## config.mk

```make
export PLATFORM = sky130hd
export DESIGN_NAME = ssa_layout
export DESIGN_NICKNAME = d
export VERILOG_FILES = /design/src/pkg/ssa_pkg.sv /design/src/rtl/ssa_compact_calc.sv /design/src/rtl/ssa_layout.sv
export SDC_FILE = /design/constraint.sdc
export NUM_CORES = 2
export LEC_CHECK = 0
export BUFFER_PORTS_ARGS = -buffer_cell sky130_fd_sc_hd__clkbuf_2
export CAP_MARGIN = 20
export CELL_PAD_IN_SITES_DETAIL_PLACEMENT = 1
export CELL_PAD_IN_SITES_GLOBAL_PLACEMENT = 1
export CORE_AREA = 5 5 318 320
export DETAILED_ROUTE_END_ITERATION = 8
export DIE_AREA = 0 0 323 325
export GPL_ROUTABILITY_DRIVEN = 0
export GPL_TIMING_DRIVEN = 0
export HOLD_SLACK_MARGIN = 0.02
export PLACE_DENSITY_LB_ADDON = 0.1
export SETUP_SLACK_MARGIN = 0.1
export SYNTH_ARGS = -nofsm -noshare
export SYNTH_HDL_FRONTEND = slang
export SYNTH_HIERARCHICAL = 1
export SYNTH_SLANG_ARGS = --single-unit
```

## constraint.sdc

```tcl
create_clock -name clock_i -period 18.4 [get_ports clock_i]
set_input_delay 0.92 -clock clock_i [delete_from_list [all_inputs] [get_ports clock_i]]
set_output_delay 0.92 -clock clock_i [all_outputs]
set_load 0.005 [all_outputs]
```

## src/pkg/ssa_pkg.sv

```systemverilog
package ssa_pkg;
    // Component numbering and table shape
    localparam int NCOMP = 10;
    localparam int OFF_W = 16;
    localparam int ADDR_W = 32;
    localparam logic [3:0] COMP_FP = 4'h0;
    localparam logic [3:0] COMP_VEC = 4'h1;
    localparam logic [3:0] COMP_EXT_MIN = 4'h2;
    localparam logic [3:0] COMP_HDR = 4'hF;
    // Extended components the block knows: 2, 5, 6, 7, 9
    localparam logic [9:0] EXT_SUPPORTED = 10'h2E4;
    localparam int COMPACT_BIT = 63;

    // Area layout
    localparam logic [15:0] LEG_OFF = 16'h0000;
    localparam logic [15:0] LEG_USED_END = 16'h01A0;
    localparam logic [15:0] LEG_RSVD_END = 16'h01D0;
    localparam logic [15:0] HDR_OFF = 16'h0200;
    localparam logic [15:0] HDR_SIZE = 16'h0040;
    localparam logic [15:0] HDR_RSVD_OFF = 16'h0010;
    localparam logic [15:0] HDR_PRESENT_OFF = 16'h0000;
    localparam logic [15:0] HDR_COMPACT_OFF = 16'h0008;
    localparam logic [15:0] EXT_OFF = 16'h0240;
    localparam logic [15:0] AREA_ALIGN = 16'h0040;
    localparam logic [5:0] BASE_ALIGN_MASK = 6'h3F;

    // Legacy split pieces, component-relative byte ranges
    localparam logic [15:0] FP_A_LEN = 16'h0018;
    localparam logic [15:0] FP_B_OFF = 16'h0020;
    localparam logic [15:0] FP_B_LEN = 16'h0080;
    localparam logic [15:0] VEC_A_OFF = 16'h0018;
    localparam logic [15:0] VEC_A_LEN = 16'h0008;
    localparam logic [15:0] VEC_B_OFF = 16'h00A0;
    localparam logic [15:0] VEC_B_LEN = 16'h0100;

    // Named legacy fields
    localparam logic [15:0] FP_CTRL_OFF = 16'h0000;
    localparam logic [15:0] FP_STAT_OFF = 16'h0002;
    localparam logic [15:0] FP_OPC_OFF = 16'h0006;
    localparam logic [15:0] VCS_OFF = 16'h0018;
    localparam logic [15:0] SLOT_SIZE = 16'h0010;
    localparam logic [15:0] ST_BASE = 16'h0020;
    localparam logic [15:0] VR_BASE = 16'h00A0;
    localparam logic [3:0] ST_COUNT = 4'h8;

    // Register indices
    localparam logic [3:0] REG_BASE = 4'h0;
    localparam logic [3:0] REG_XCOMP_LO = 4'h1;
    localparam logic [3:0] REG_XCOMP_HI = 4'h2;
    localparam logic [3:0] REG_PRES_LO = 4'h3;
    localparam logic [3:0] REG_PRES_HI = 4'h4;
    localparam logic [3:0] REG_UMASK = 4'h5;
    localparam logic [3:0] REG_SMASK = 4'h6;
    localparam logic [3:0] REG_STATUS = 4'h7;
    localparam logic [3:0] REG_EXT_END = 4'h8;

    // Reset values
    localparam logic [31:0] RST_ZERO = 32'h00000000;
    localparam logic [31:0] UMASK_RST = 32'h00000001;

    // Request field selector
    typedef enum logic [2:0] {
        FLD_RAW = 3'b000,
        FLD_CTRL = 3'b001,
        FLD_STAT = 3'b010,
        FLD_OPC = 3'b011,
        FLD_VCS = 3'b100,
        FLD_STREG = 3'b101,
        FLD_VREG = 3'b110
    } ssa_field_t;

    // Round up to the next 64-byte boundary
    function automatic logic [15:0] ssa_ceil64(input logic [15:0] v);
        return (v + (AREA_ALIGN - 16'h0001)) & ~(AREA_ALIGN - 16'h0001);
    endfunction
endpackage

```

## src/rtl/ssa_compact_calc.sv

```systemverilog
`timescale 1ns/10ps
module ssa_compact_calc #(
    parameter int NCOMP = ssa_pkg::NCOMP
) (
    input wire logic compact_i, // Compacted layout chosen
    input wire logic [NCOMP-1:0] keep_i, // Components given space
    input wire logic [NCOMP*16-1:0] size_i, // Enumerated sizes
    input wire logic [NCOMP*16-1:0] std_off_i, // Enumerated fixed offsets
    input wire logic [NCOMP-1:0] align_i, // Enumerated 64-byte align flags
    output logic [NCOMP*16-1:0] loc_o, // Offset of each component
    output logic [15:0] end_o // First byte past the area
);
    // Walk components upward; compacted packs them, standard uses fixed slots
    always_comb begin
        logic [15:0] run;
        logic [15:0] here;
        logic [15:0] top;
        run = ssa_pkg::EXT_OFF;
        here = ssa_pkg::EXT_OFF;
        top = ssa_pkg::EXT_OFF;
        loc_o = '0;
        for (int i = 2; i < NCOMP; i++) begin
            if (compact_i) begin
                here = align_i[i] ? ssa_pkg::ssa_ceil64(run) : run;
                if (keep_i[i]) begin
                    loc_o[i*16 +: 16] = here;
                    run = here + size_i[i*16 +: 16];
                    top = run;
                end
            end else begin
                loc_o[i*16 +: 16] = std_off_i[i*16 +: 16];
                here = std_off_i[i*16 +: 16] + size_i[i*16 +: 16];
                if (keep_i[i] && here > top) begin
                    top = here;
                end
            end
        end
        end_o = top;
    end
endmodule // ssa_compact_calc

```

## src/rtl/ssa_layout.sv

```systemverilog
// Contract
// - Legacy region is the first 512 bytes from the base.
// - Header is 64 bytes starting 512 bytes above the base.
// - Extended region starts at 576 and holds components 2 and up.
// - Extended size follows implemented components and both enable masks; compacted layout sizes by the compaction bitmap instead.
// - Floating-point stack uses legacy bytes 23:0 and 159:32.
// - Vector component uses legacy bytes 31:24 and 415:160.
// - Legacy bytes 511:416 never touched; 463:416 reserved.
// - Header bytes 7:0 are the present-components bitmap.
// - Header bytes 15:8 are the compaction bitmap; bit 63 picks layout.
// - Restore uses compacted form when bit 63 set, else standard.
// - Header bytes 63:16 are reserved.
// - Extended components known: 2, 5 to 7, and 9.
// - Standard layout always; compacted only with compaction support.
// - Standard layout places components at enumerated offset and size.
// - Compacted layout gives no space to components with clear bit.
// - First present compacted component sits at offset 576.
// - Unaligned compacted component follows previous offset plus size.
// - Aligned compacted component rounds previous end up to 64 bytes.
// - Control word bytes 1:0, status bytes 3:2, last opcode 7:6.
// - Vector control and status word sits at legacy bytes 27:24.
//
// The implementer's own choices: the placing of the registers and the address-and-strobe port.
`timescale 1ns/10ps
module ssa_layout #(
    parameter int NCOMP = ssa_pkg::NCOMP,
    parameter bit COMPACT_EN = 1'b1
) (
    input wire logic clock_i, // Core clock, 20 MHz
    input wire logic rst_i, // Synchronous reset, active high
    input wire logic [3:0] reg_addr_i, // Register index
    input wire logic [31:0] reg_wdata_i, // Register write data
    input wire logic reg_wr_i, // Write strobe
    input wire logic reg_rd_i, // Read strobe
    output logic [31:0] reg_rdata_o, // Read data, cycle after strobe
    input wire logic [NCOMP*16-1:0] ext_size_i, // Enumerated component sizes
    input wire logic [NCOMP*16-1:0] ext_std_off_i, // Enumerated standard offsets
    input wire logic [NCOMP-1:0] ext_align_i, // Enumerated align flags
    input wire logic req_valid_i, // Sequencer address request
    input wire logic [3:0] req_comp_i, // Component, or header code
    input wire logic [2:0] req_field_i, // Named field selector
    input wire logic [3:0] req_index_i, // Register slot number
    input wire logic [15:0] req_byte_i, // Byte within component or slot
    input wire logic req_restore_i, // Request belongs to a restore
    output logic [31:0] addr_o, // Memory byte address
    output logic [15:0] offset_o, // Offset from the base
    output logic [15:0] comp_size_o, // Size of addressed component
    output logic addr_valid_o, // Answer strobe
    output logic addr_err_o, // Byte is outside any usable place, base not 64-byte aligned, or bit 63 set without compaction support
    output logic comp_present_o, // Present bit of addressed component
    output logic restore_compact_o // Restore uses compacted form
);
    // Register images
    logic [31:0] base_r;
    logic [63:0] xcomp_r;
    logic [63:0] present_r;
    logic [31:0] umask_r;
    logic [31:0] smask_r;

    // Read path and layout flags
    logic [31:0] rdata_nxt;
    logic base_bad;
    logic compact_fmt;
    logic fmt_err;

    // Extended layout and next answer
    logic [NCOMP-1:0] enabled;
    logic [NCOMP-1:0] keep;
    logic [NCOMP*16-1:0] loc;
    logic [15:0] area_end;
    logic [15:0] off_nxt;
    logic [15:0] size_nxt;
    logic err_nxt;
    logic pres_nxt;
    // Sixteen vector slots, so the count needs a fifth bit
    localparam logic [4:0] VR_SLOTS = 5'h10;

    // Legacy pieces: a component-relative byte lands in one of two windows
    function automatic logic [16:0] split_map(input logic [15:0] b, input logic [15:0] a_off,
                                              input logic [15:0] a_len, input logic [15:0] b_off,
                                              input logic [15:0] b_len);
        if (b < a_len) begin
            return {1'b0, a_off + b};
        end else if (b < a_len + b_len) begin
            return {1'b0, b_off + (b - a_len)};
        end
        return {1'b1, 16'h0000};
    endfunction

    // Fixed 16-byte register slot
    function automatic logic [16:0] slot_map(input logic [15:0] slot_base, input logic [3:0] idx,
                                             input logic [4:0] count, input logic [15:0] b);
        logic [15:0] slot_off;
        slot_off = slot_base + ssa_pkg::SLOT_SIZE * {12'h000, idx};
        if ({1'b0, idx} >= count || b >= ssa_pkg::SLOT_SIZE) begin
            return {1'b1, 16'h0000};
        end
        return {1'b0, slot_off + b};
    endfunction

    // Layout choice and misuse flags
    assign compact_fmt = xcomp_r[ssa_pkg::COMPACT_BIT] & COMPACT_EN;
    assign fmt_err = xcomp_r[ssa_pkg::COMPACT_BIT] & ~COMPACT_EN;
    assign base_bad = |(base_r[5:0] & ssa_pkg::BASE_ALIGN_MASK);
    assign enabled = (umask_r[NCOMP-1:0] | smask_r[NCOMP-1:0]) & ssa_pkg::EXT_SUPPORTED;
    assign keep = compact_fmt ? (xcomp_r[NCOMP-1:0] & ssa_pkg::EXT_SUPPORTED) : enabled;

    // Extended offsets for both layouts
    ssa_compact_calc #(
        .NCOMP(NCOMP)
    ) u_calc (
        .compact_i(compact_fmt),
        .keep_i(keep),
        .size_i(ext_size_i),
        .std_off_i(ext_std_off_i),
        .align_i(ext_align_i),
        .loc_o(loc),
        .end_o(area_end)
    );

    // Offset of the requested byte, pure function of request and tables
    always_comb begin
        logic [16:0] m;
        int c;
        c = int'(req_comp_i);
        m = {1'b1, 16'h0000};
        size_nxt = 16'h0000;
        pres_nxt = 1'b0;
        case (req_field_i)
            ssa_pkg::FLD_CTRL: m = {1'b0, ssa_pkg::FP_CTRL_OFF};
            ssa_pkg::FLD_STAT: m = {1'b0, ssa_pkg::FP_STAT_OFF};
            ssa_pkg::FLD_OPC: m = {1'b0, ssa_pkg::FP_OPC_OFF};
            ssa_pkg::FLD_VCS: m = {1'b0, ssa_pkg::VCS_OFF};
            ssa_pkg::FLD_STREG: m = slot_map(ssa_pkg::ST_BASE, req_index_i, {1'b0, ssa_pkg::ST_COUNT},
                                             req_byte_i);
            ssa_pkg::FLD_VREG: m = slot_map(ssa_pkg::VR_BASE, req_index_i, VR_SLOTS, req_byte_i);
            ssa_pkg::FLD_RAW: begin
                if (req_comp_i == ssa_pkg::COMP_FP) begin
                    m = split_map(req_byte_i, ssa_pkg::LEG_OFF, ssa_pkg::FP_A_LEN,
                                  ssa_pkg::FP_B_OFF, ssa_pkg::FP_B_LEN);
                    size_nxt = ssa_pkg::FP_A_LEN + ssa_pkg::FP_B_LEN;
                end else if (req_comp_i == ssa_pkg::COMP_VEC) begin
                    m = split_map(req_byte_i, ssa_pkg::VEC_A_OFF, ssa_pkg::VEC_A_LEN,
                                  ssa_pkg::VEC_B_OFF, ssa_pkg::VEC_B_LEN);
                    size_nxt = ssa_pkg::VEC_A_LEN + ssa_pkg::VEC_B_LEN;
                end else if (req_comp_i == ssa_pkg::COMP_HDR) begin
                    // Bitmaps at bytes 15:0, reserved tail refused
                    m = {req_byte_i >= ssa_pkg::HDR_RSVD_OFF, ssa_pkg::HDR_OFF + req_byte_i};
                    size_nxt = ssa_pkg::HDR_SIZE;
                end else if (c < NCOMP) begin
                    size_nxt = ext_size_i[c*16 +: 16];
                    m = {~keep[c] | (req_byte_i >= size_nxt), loc[c*16 +: 16] + req_byte_i};
                end
            end
            default: m = {1'b1, 16'h0000};
        endcase
        if (req_comp_i != ssa_pkg::COMP_HDR && c < NCOMP) begin
            pres_nxt = present_r[c];
        end else if (req_comp_i == ssa_pkg::COMP_HDR) begin
            pres_nxt = 1'b1;
        end
        // Legacy never reaches past its used part
        if (m[15:0] >= ssa_pkg::LEG_USED_END && m[15:0] < ssa_pkg::HDR_OFF) begin
            m[16] = 1'b1;
        end
        off_nxt = m[15:0];
        err_nxt = m[16] | base_bad | fmt_err;
    end

    // Base address register
    always_ff @(posedge clock_i) begin
        if (rst_i) begin
            base_r <= ssa_pkg::RST_ZERO;
        end else if (reg_wr_i && reg_addr_i == ssa_pkg::REG_BASE) begin
            base_r <= reg_wdata_i;
        end
    end

    // Header bitmap images, loaded by the sequencer through the register port
    always_ff @(posedge clock_i) begin
        if (rst_i) begin
            xcomp_r <= {ssa_pkg::RST_ZERO, ssa_pkg::RST_ZERO};
            present_r <= {ssa_pkg::RST_ZERO, ssa_pkg::RST_ZERO};
        end else if (reg_wr_i) begin
            case (reg_addr_i)
                ssa_pkg::REG_XCOMP_LO: xcomp_r[31:0] <= reg_wdata_i;
                ssa_pkg::REG_XCOMP_HI: xcomp_r[63:32] <= reg_wdata_i;
                ssa_pkg::REG_PRES_LO: present_r[31:0] <= reg_wdata_i;
                ssa_pkg::REG_PRES_HI: present_r[63:32] <= reg_wdata_i;
                default: begin
                end
            endcase
        end
    end

    // Enable masks; component 0 can never be switched off
    always_ff @(posedge clock_i) begin
        if (rst_i) begin
            umask_r <= ssa_pkg::UMASK_RST;
            smask_r <= ssa_pkg::RST_ZERO;
        end else if (reg_wr_i && reg_addr_i == ssa_pkg::REG_UMASK) begin
            umask_r <= reg_wdata_i | ssa_pkg::UMASK_RST;
        end else if (reg_wr_i && reg_addr_i == ssa_pkg::REG_SMASK) begin
            smask_r <= reg_wdata_i;
        end
    end

    // Read mux; unmapped indices read zero
    always_comb begin
        case (reg_addr_i)
            ssa_pkg::REG_BASE: rdata_nxt = base_r;
            ssa_pkg::REG_XCOMP_LO: rdata_nxt = xcomp_r[31:0];
            ssa_pkg::REG_XCOMP_HI: rdata_nxt = xcomp_r[63:32];
            ssa_pkg::REG_PRES_LO: rdata_nxt = present_r[31:0];
            ssa_pkg::REG_PRES_HI: rdata_nxt = present_r[63:32];
            ssa_pkg::REG_UMASK: rdata_nxt = umask_r;
            ssa_pkg::REG_SMASK: rdata_nxt = smask_r;
            ssa_pkg::REG_STATUS: rdata_nxt = {29'h00000000, fmt_err, base_bad, compact_fmt};
            ssa_pkg::REG_EXT_END: rdata_nxt = {16'h0000, area_end};
            default: rdata_nxt = ssa_pkg::RST_ZERO;
        endcase
    end

    // Read data stands only in the cycle after the strobe
    always_ff @(posedge clock_i) begin
        if (rst_i) begin
            reg_rdata_o <= ssa_pkg::RST_ZERO;
        end else begin
            reg_rdata_o <= reg_rd_i ? rdata_nxt : ssa_pkg::RST_ZERO;
        end
    end

    // Answer strobe, one cycle per request
    always_ff @(posedge clock_i) begin
        if (rst_i) begin
            addr_valid_o <= 1'b0;
        end else begin
            addr_valid_o <= req_valid_i;
        end
    end

    // Answer data held until the next request
    always_ff @(posedge clock_i) begin
        if (rst_i) begin
            addr_o <= ssa_pkg::RST_ZERO;
            offset_o <= 16'h0000;
            comp_size_o <= 16'h0000;
            addr_err_o <= 1'b0;
            comp_present_o <= 1'b0;
            restore_compact_o <= 1'b0;
        end else if (req_valid_i) begin
            addr_o <= base_r + {16'h0000, off_nxt};
            offset_o <= off_nxt;
            comp_size_o <= size_nxt;
            addr_err_o <= err_nxt;
            comp_present_o <= pres_nxt;
            restore_compact_o <= req_restore_i & compact_fmt;
        end
    end
endmodule // ssa_layout

```

Yosys cells after proc, flatten, opt, wreduce, memory -nomap -nowiden
Index checks and enable logic that the tools add are counted.
W data, S select, Z words.
{"block": "op_classes", "n_lt_le_gt_ge": 20, "reduce_logical": 24, "n_eq_ne": 17, "n_mux": 102, "add_sub_neg": 35, "shifts": 2, "n_div": 0, "n_mul": 0, "bitwise_logic": 7}
{"op": "$mux W16", "n": 64}
{"op": "$shiftx A160 B9 Y16", "n": 2}
{"op": "$pmux W32 S9", "n": 1}
{"op": "$add A16 B16 Y16", "n": 16}
{"op": "$mux W17", "n": 14}
{"op": "$pmux W17 S7", "n": 1}
{"op": "$add A16 B6 Y16 const B", "n": 7}
{"op": "$gt A16 B16 Y1", "n": 7}
{"op": "$add A10 B16 Y16 const A", "n": 2}
{"op": "$add A32 B16 Y32", "n": 1}
{"op": "$add A9 B16 Y16", "n": 2}
{"op": "$mux W10", "n": 2}
{"op": "$mux W1", "n": 18}
{"op": "$add A5 B16 Y16 const A", "n": 1}
{"op": "$add A6 B16 Y16 const A", "n": 1}
{"op": "$add A8 B16 Y16 const A", "n": 1}
{"op": "$eq A4 B3 Y1 const B", "n": 4}
{"op": "$ge A16 B16 Y1", "n": 1}
{"op": "$ge A16 B5 Y1 const B", "n": 1}
{"op": "$ge A16 B9 Y1 const B", "n": 1}
{"op": "$gt A16 B10 Y1 const B", "n": 1}
{"op": "$lt A16 B10 Y1 const B", "n": 1}
{"op": "$lt A16 B4 Y1 const B", "n": 1}
{"op": "$lt A16 B5 Y1 const B", "n": 1}
{"op": "other kinds (29)", "n": 56}
{"block": "word_totals", "latchBits": 0, "output_inout_bits": 100, "memories": 0, "input_bits": 399, "elab_cells": 222, "mem_bits_ro": 0, "ram_bits": 0, "ff_bits": 323}

Logic depth before layout (Yosys ltp)
{"block": "logic_depth", "depth_word": 49, "ltp_mapped": 120, "mapped_depth_nobuf": 112}

By module
Netlist, hierarchy kept.
{"module": "ssa_compact_calc", "n_inst": 1, "area_per_inst_um2": 20554.7, "cells_each": 2942, "seq_area_each_um2": 0.0}
{"module": "ssa_layout", "n_inst": 1, "area_per_inst_um2": 18305.1, "cells_each": 2256, "seq_area_each_um2": 6466.2}

Worst setup path before layout
No wires, ideal clock.
{"block": "synth_timing", "path_type": "input port to flip-flop", "start": "input ext_size_i[32]", "end": "register reg_rdata_o[15]", "path_stages": 75, "t_arrival_ps": 13315, "setup_ps": 128, "path_buffers": 5, "path_slack_ps": 4957, "required_ps": 18272, "cell_sequence": "ha_1 -> inv_1 -> fa_1 -> nor2b_1 -> o21ai_0 -> a21boi_0 -> o21ai_0 -> a21oi_1 -> o211ai_1 -> a21oi_1 -> mux2_2 -> a211o_1 -> o21ai_1 -> o31ai_1 -> mux2_2 -> a21oi_1 -> ha_1 -> a21oi_1 -> [... 39 more ...] -> nand3_1 -> o22ai_1 -> o21a_1 -> o21a_1 -> o21ai_0 -> nand2b_1 -> a21oi_1 -> o31ai_1 -> nand3_1 -> and2_1 -> clkbuf_1 -> nand2_1 -> nor2_1 -> nand4bb_1 -> a222oi_1 -> nand3_1 -> a21oi_1 -> nor2_1"}
{"block": "synth_via", "elab_chain_cells": 39, "elab_cells_between_ends": 77, "cone_classes": "add/sub: 16; order compare: 8; mux: 45; reduce/logical: 8"}
{"item": "start: declaration", "line": "ssa_layout.sv:36", "text": "input wire logic [NCOMP*16-1:0] ext_size_i,"}
{"item": "$add A10 B16 Y16", "line": "ssa_compact_calc.sv:27", "text": "run = here + size_i[i*16 +: 16];"}
{"item": "$mux W16", "line": "ssa_compact_calc.sv:25", "text": "if (keep_i[i]) begin"}
{"item": "$mux W16", "line": "ssa_compact_calc.sv:23", "text": "if (compact_i) begin"}
{"item": "$add A16 B6 Y16", "line": "ssa_pkg.sv:74", "text": "return (v + (AREA_ALIGN - 16'h0001)) & ~(AREA_ALIGN - 16'h0001);"}
{"item": "$mux W16", "line": "ssa_compact_calc.sv:24", "text": "here = align_i[i] ? ssa_pkg::ssa_ceil64(run) : run;"}
{"item": "$add A16 B16 Y16", "line": "ssa_compact_calc.sv:27"}
{"item": "$mux W16", "line": "ssa_compact_calc.sv:25"}
{"item": "$mux W16", "line": "ssa_compact_calc.sv:23"}
{"item": "[... 24 more ...]"}
{"item": "$mux W16", "line": "ssa_compact_calc.sv:23"}
{"item": "$add A16 B6 Y16", "line": "ssa_pkg.sv:74"}
{"item": "$mux W16", "line": "ssa_compact_calc.sv:24"}
{"item": "$add A16 B16 Y16", "line": "ssa_compact_calc.sv:27"}
{"item": "$mux W16", "line": "ssa_compact_calc.sv:25"}
{"item": "$mux W16 (*)", "line": "ssa_compact_calc.sv:23"}
{"item": "named net area_end[15]", "line": "ssa_layout.sv:70", "text": "logic [15:0] area_end;"}
{"item": "$pmux W32 S9 (*)", "line": "ssa_layout.sv:210", "text": "case (reg_addr_i)"}
{"item": "end signal: assignment", "line": "ssa_layout.sv:227", "text": "reg_rdata_o <= ssa_pkg::RST_ZERO;"}
{"item": "end signal: assignment", "line": "ssa_layout.sv:229", "text": "reg_rdata_o <= reg_rd_i ? rdata_nxt : ssa_pkg::RST_ZERO;"}
{"item": "end: declaration", "line": "ssa_layout.sv:35", "text": "output logic [31:0] reg_rdata_o,"}
Mark *: on every way through the listed nets, which the timed path passes. The rest lies on a longest branch.
A chain may end at the register's enable or synchronous reset.

Final worst setup path
{"block": "layout_timing", "start": "register xcomp_r[63]", "end": "register reg_rdata_o[10]"}
{"block": "layout_via", "elab_chain_cells": 39, "elab_cells_between_ends": 75, "cone_classes": "add/sub: 14; order compare: 7; mux: 46; reduce/logical: 8"}
{"item": "start: declaration", "line": "ssa_layout.sv:55", "text": "logic [63:0] xcomp_r;"}
{"item": "start signal: assignment", "line": "ssa_layout.sv:182", "text": "xcomp_r <= {ssa_pkg::RST_ZERO, ssa_pkg::RST_ZERO};"}
{"item": "start signal: assignment", "line": "ssa_layout.sv:187", "text": "ssa_pkg::REG_XCOMP_HI: xcomp_r[63:32] <= reg_wdata_i;"}
{"item": "$mux W10", "line": "ssa_layout.sv:106", "text": "assign keep = compact_fmt ? (xcomp_r[NCOMP-1:0] & ssa_pkg::EXT_SUPPORTED) : enabled;"}
{"item": "$mux W16", "line": "ssa_compact_calc.sv:25"}
{"item": "$mux W16", "line": "ssa_compact_calc.sv:23"}
{"item": "$add A16 B6 Y16", "line": "ssa_pkg.sv:74"}
{"item": "$mux W16", "line": "ssa_compact_calc.sv:24"}
{"item": "$add A16 B16 Y16", "line": "ssa_compact_calc.sv:27"}
{"item": "$mux W16", "line": "ssa_compact_calc.sv:25"}
{"item": "$mux W16", "line": "ssa_compact_calc.sv:23"}
{"item": "[... 24 more ...]"}
{"item": "$mux W16", "line": "ssa_compact_calc.sv:23"}
{"item": "$add A16 B6 Y16", "line": "ssa_pkg.sv:74"}
{"item": "$mux W16", "line": "ssa_compact_calc.sv:24"}
{"item": "$add A16 B16 Y16", "line": "ssa_compact_calc.sv:27"}
{"item": "$mux W16", "line": "ssa_compact_calc.sv:25"}
{"item": "$mux W16 (*)", "line": "ssa_compact_calc.sv:23"}
{"item": "named net area_end[10]", "line": "ssa_layout.sv:70"}
{"item": "$pmux W32 S9 (*)", "line": "ssa_layout.sv:210"}
Marks and branches as above.

==> summary.md <==
| Metric | Value |
|---|---|
| Status | complete, but fails checks |
| Failing checks | max-capacitance violations, max-slew violations |
| CTS sink cnt | 323 |
| Reg area | 6470 um2 |
| Worst setup EP type | flip-flop |
| Setup Crit Path Kind | flip-flop to flip-flop |
| DR vias | 47.8k |
| CORE AREA | 97800 um2 |
| Power per cell area | 68.5 nW/um2 |
| Minimum clock period | 18290 ps |
| Adder-Cell Fraction of Synth Area | 13.9% |
| Reg-to-Reg Start | xcomp_r[63] |
| Global-route wire length before repair | 322 mm |
| WP data arrival | 18720 ps |
| Full die area | 105000 um2 |
| Largest net degree at the start of global routing | 15 |
| Starting density of the core | 39.7% |
| Power, Total | 3.05 mW |
| Fmax achieved | 54.7 MHz |
| Largest cells by area after synthesis | dfxtp_1, ha_1, nand2_1 |
| Clock tree buffer depth | 3 |
| Max-cap violations | 1 |
| Hold path start | present_r[58] |
| DRC | 0 |
| Post-synthesis cell type count | 113 |
| Core Util, Final | 45.6% |
| Worst Hold Path EP | present_r[58] |
| Post-Route Skew | 25.1 ps |
| HPWL after detailed placement | 194 mm |
| Syn Area/Cell | 7.48 um2 |
| Final Cycle Share | 99.4% |
| Leakage | 18.6 nW |
| FP Rows | 115 |
| Synth top area share | 16.6% |
| H-tree levels | 2 |
| Crit path top cell by count | a21o_1 |
| Min-Delay Path Depth | 2 |
| Post-DRT Antenna Nets | 0 |
| Reg2Reg Depth | 69 |
| DRT Pass-1 Iters | 6 |
| Crit Path Max Fanout | 11 |
| Worst slew margin relative to its limit | -0.640% |
| Total CTS buffers | 39 |
| Layout filler cell count | 12.6k |
| WP data required | 18830 ps |
| Die height | 325 um |
| Largest family of logic cells by synthesized area | compound AO/OA/AOI/OAI gates |
| Unrepaired setup endpoints after global routing | no |
| Ys flop type | dfxtp_1 |
| Final Hold Fails | 0 |
| Number of global-route vias before repair | 45.8k |
| Die extent in x | 323 um |
| Commonest non-fill, non-tap cells in the layout | nand2_1, a21oi_1, clkbuf_2, ha_1, nor2_1 |
| Post-synth ARST share | 0% |
| Final setup viols | 0 |
| VDD IR max | 0.0507 mV |
| FF+latch count, synth | 323 |
| Slowest stage cell on the critical path | clkbuf_1 |
| Hold Buf Count CTS | 0 |
| Nets@finish | 6572 |
| Mapped cell area | 38900 um2 |
| Boundary pin count | 499 |
| Commonest non-fill, non-tap cell in the layout | nand2_1 |
| Grt ovf | 0 |
| Layout cell share with drive strength beyond 1 | 14.1% |
| Slew Viols, Final | 1 |
| Least-Margin Pin Slew | 1490 ps |
| Port buffer count | 454 |
| CP peak stage delay | 920 ps |
| Sequential cell area fraction in the yosys report | 16.6% |
| Synth area leader | dfxtp_1 |
| Clk_lat worst skew | 580 ps |
| Hold Path Class | flip-flop to flip-flop |
| Post-synth EDFFs | 0 |
| Clk slew on worst S/H paths | 60 ps |
| Synth Area in XOR/XNOR | 6.07% |
| Worst setup SP type | flip-flop |
| Vias per cell | 6.74 |
| CTS tree | built |
| Antenna violations before repair | 29 |
| Starting DRC count in detailed routing | 6378 |
| Synthesized instance count | 5198 |
| Multi-input logic area | 30600 um2 |
| WL/cell | 32.8 um |
| R2R setup slack | 110 ps |
| Worst reg2reg path endpoint | reg_rdata_o[10] |
| Post-synthesis simple-gate area fraction | 20.4% |
| P&R area growth vs syn | 14.7% |
| Root Driver | clkbuf_16 |
| DRT Wirelength | 232 mm |
| Critical Path Start | xcomp_r[63] |
| Synthesis warning total | 6 |
| Total GRT Usage | 41.6% |
| Mux cell area share after synthesis | 6.49% |
| Synth Area in Compound Gates | 31.3% |
==> kinds of logic (layout without fill, tap and decap cells) <==
group	Yosys count	count (layout)
AO/OA/AOI/OAI	1796	1796
XOR/XNOR	266	266
adder cells (fa/ha/maj)	420	420
other	2	61
buffers and inverters	479	1026
flip-flops	323	323
multiplexers	163	163
AND/OR/NAND/NOR	1749	1749
==> report_power, final <==
| group | internal [mW] | leakage (nW) | switching (mW) |
|---|---|---|---|
| sequential | 0.711 | 2.61 | 0.00966 |
| clock | 0.471 | 0.640 | 0.339 |
| combinational | 0.536 | 15.3 | 0.985 |
==> worst max path at each step <==
stage          depth (start not counted)  slack (ps)               to
5_1_grt                               75         120   reg_rdata_o[3]
4_1_cts                               56         100       addr_o[20]
6_report                              69         110  reg_rdata_o[10]
3_5_place_dp                          56        -400       addr_o[20]
2_1_floorplan                         75        4960  reg_rdata_o[15]
3_3_place_gp                          56         -40       addr_o[20]
==> sequential cells by signal, indices dropped and copies added (netlist names) <==
signal / flops
addr_err_o: 1
addr_o: 32
addr_valid_o: 1
base_r: 32
comp_present_o: 1
comp_size_o: 16
offset_o: 16
present_r: 64
reg_rdata_o: 32
restore_compact_o: 1
smask_r: 32
umask_r: 31
xcomp_r: 64
==> cells in the mapped netlist (all sizes together), types with 24 or more instances <==
cell and count:
a222oi 24, a22o 96, mux4 66, or3 41
a31oi 61, mux2 51, nand2 793, o31ai 40
a22oi 102, nand3 106, o21ai 233, and3 37
nand2b 55, xor2 108, and2 45, nor2 387
a211o 33, o21bai 51, a211oi 63, clkbuf 241
buf 83, o2bb2ai 32, a21o 152, mux2i 46
a221oi 24, nor2b 43, ha 400, a2111oi 24
a21oi 534, o211ai 48, o21a 65, xnor2 156
dfxtp 323, nor3 93, inv 152, nand4 48
==> metrics by stage <==
step | TNS [ps] | instance area, um2 | setup WS, ps | std cells | hold WS (ps)
after floorplan | 0 | 39000 | 4960 | 5238 | 433
after global placement | -262 | 42900 | -44.6 | 6979 | 441
after detailed placement | -2960 | 43100 | -397 | 6995 | 446
after CTS | 0 | 44400 | 98.0 | 7066 | 454
after global routing | 0 | 44600 | 118 | 7077 | 467
final | 0 | 44600 | 111 | 7091 | 455
==> worst max-delay path, delay by kind of cell (launching register included) <==
| kind | cells | cell delay, ps |
|---|---|---|
| adders and majority gates | 4 | 1070 |
| AOI/OAI and AO/OA | 35 | 7690 |
| DFF | 1 | 360 |
| buffers and inverters | 14 | 5820 |
| and+or+nand+nor | 16 | 3110 |
==> what timing repair did <==
item,CTS,global route
gates resized for setup,5,31
pin swaps,0,1
buffers inserted,0,2
setup endpoints to repair,20,37
==> layer usage <==
metal	GRT usage (%)	part of all wire (%)
met1	52.8	39
met2	61.2	41
met3	13.7	13
met4	24.5	7.6
met5	0	0.065
==> area by class of cell <==
cell class	count	area share, %
Tap cell	1287	3.61
Sequential cell	323	14.5
Clock inverter	22	0.497
Timing Repair Buffer	476	5.58
Antenna cell	19	0.107
Clock buffer	49	2.48
Inverter	155	1.30
Buffer	324	3.23
Multi-Input combinational cell	4436	68.7
Note: power is estimated with default switching activity, not from simulation.
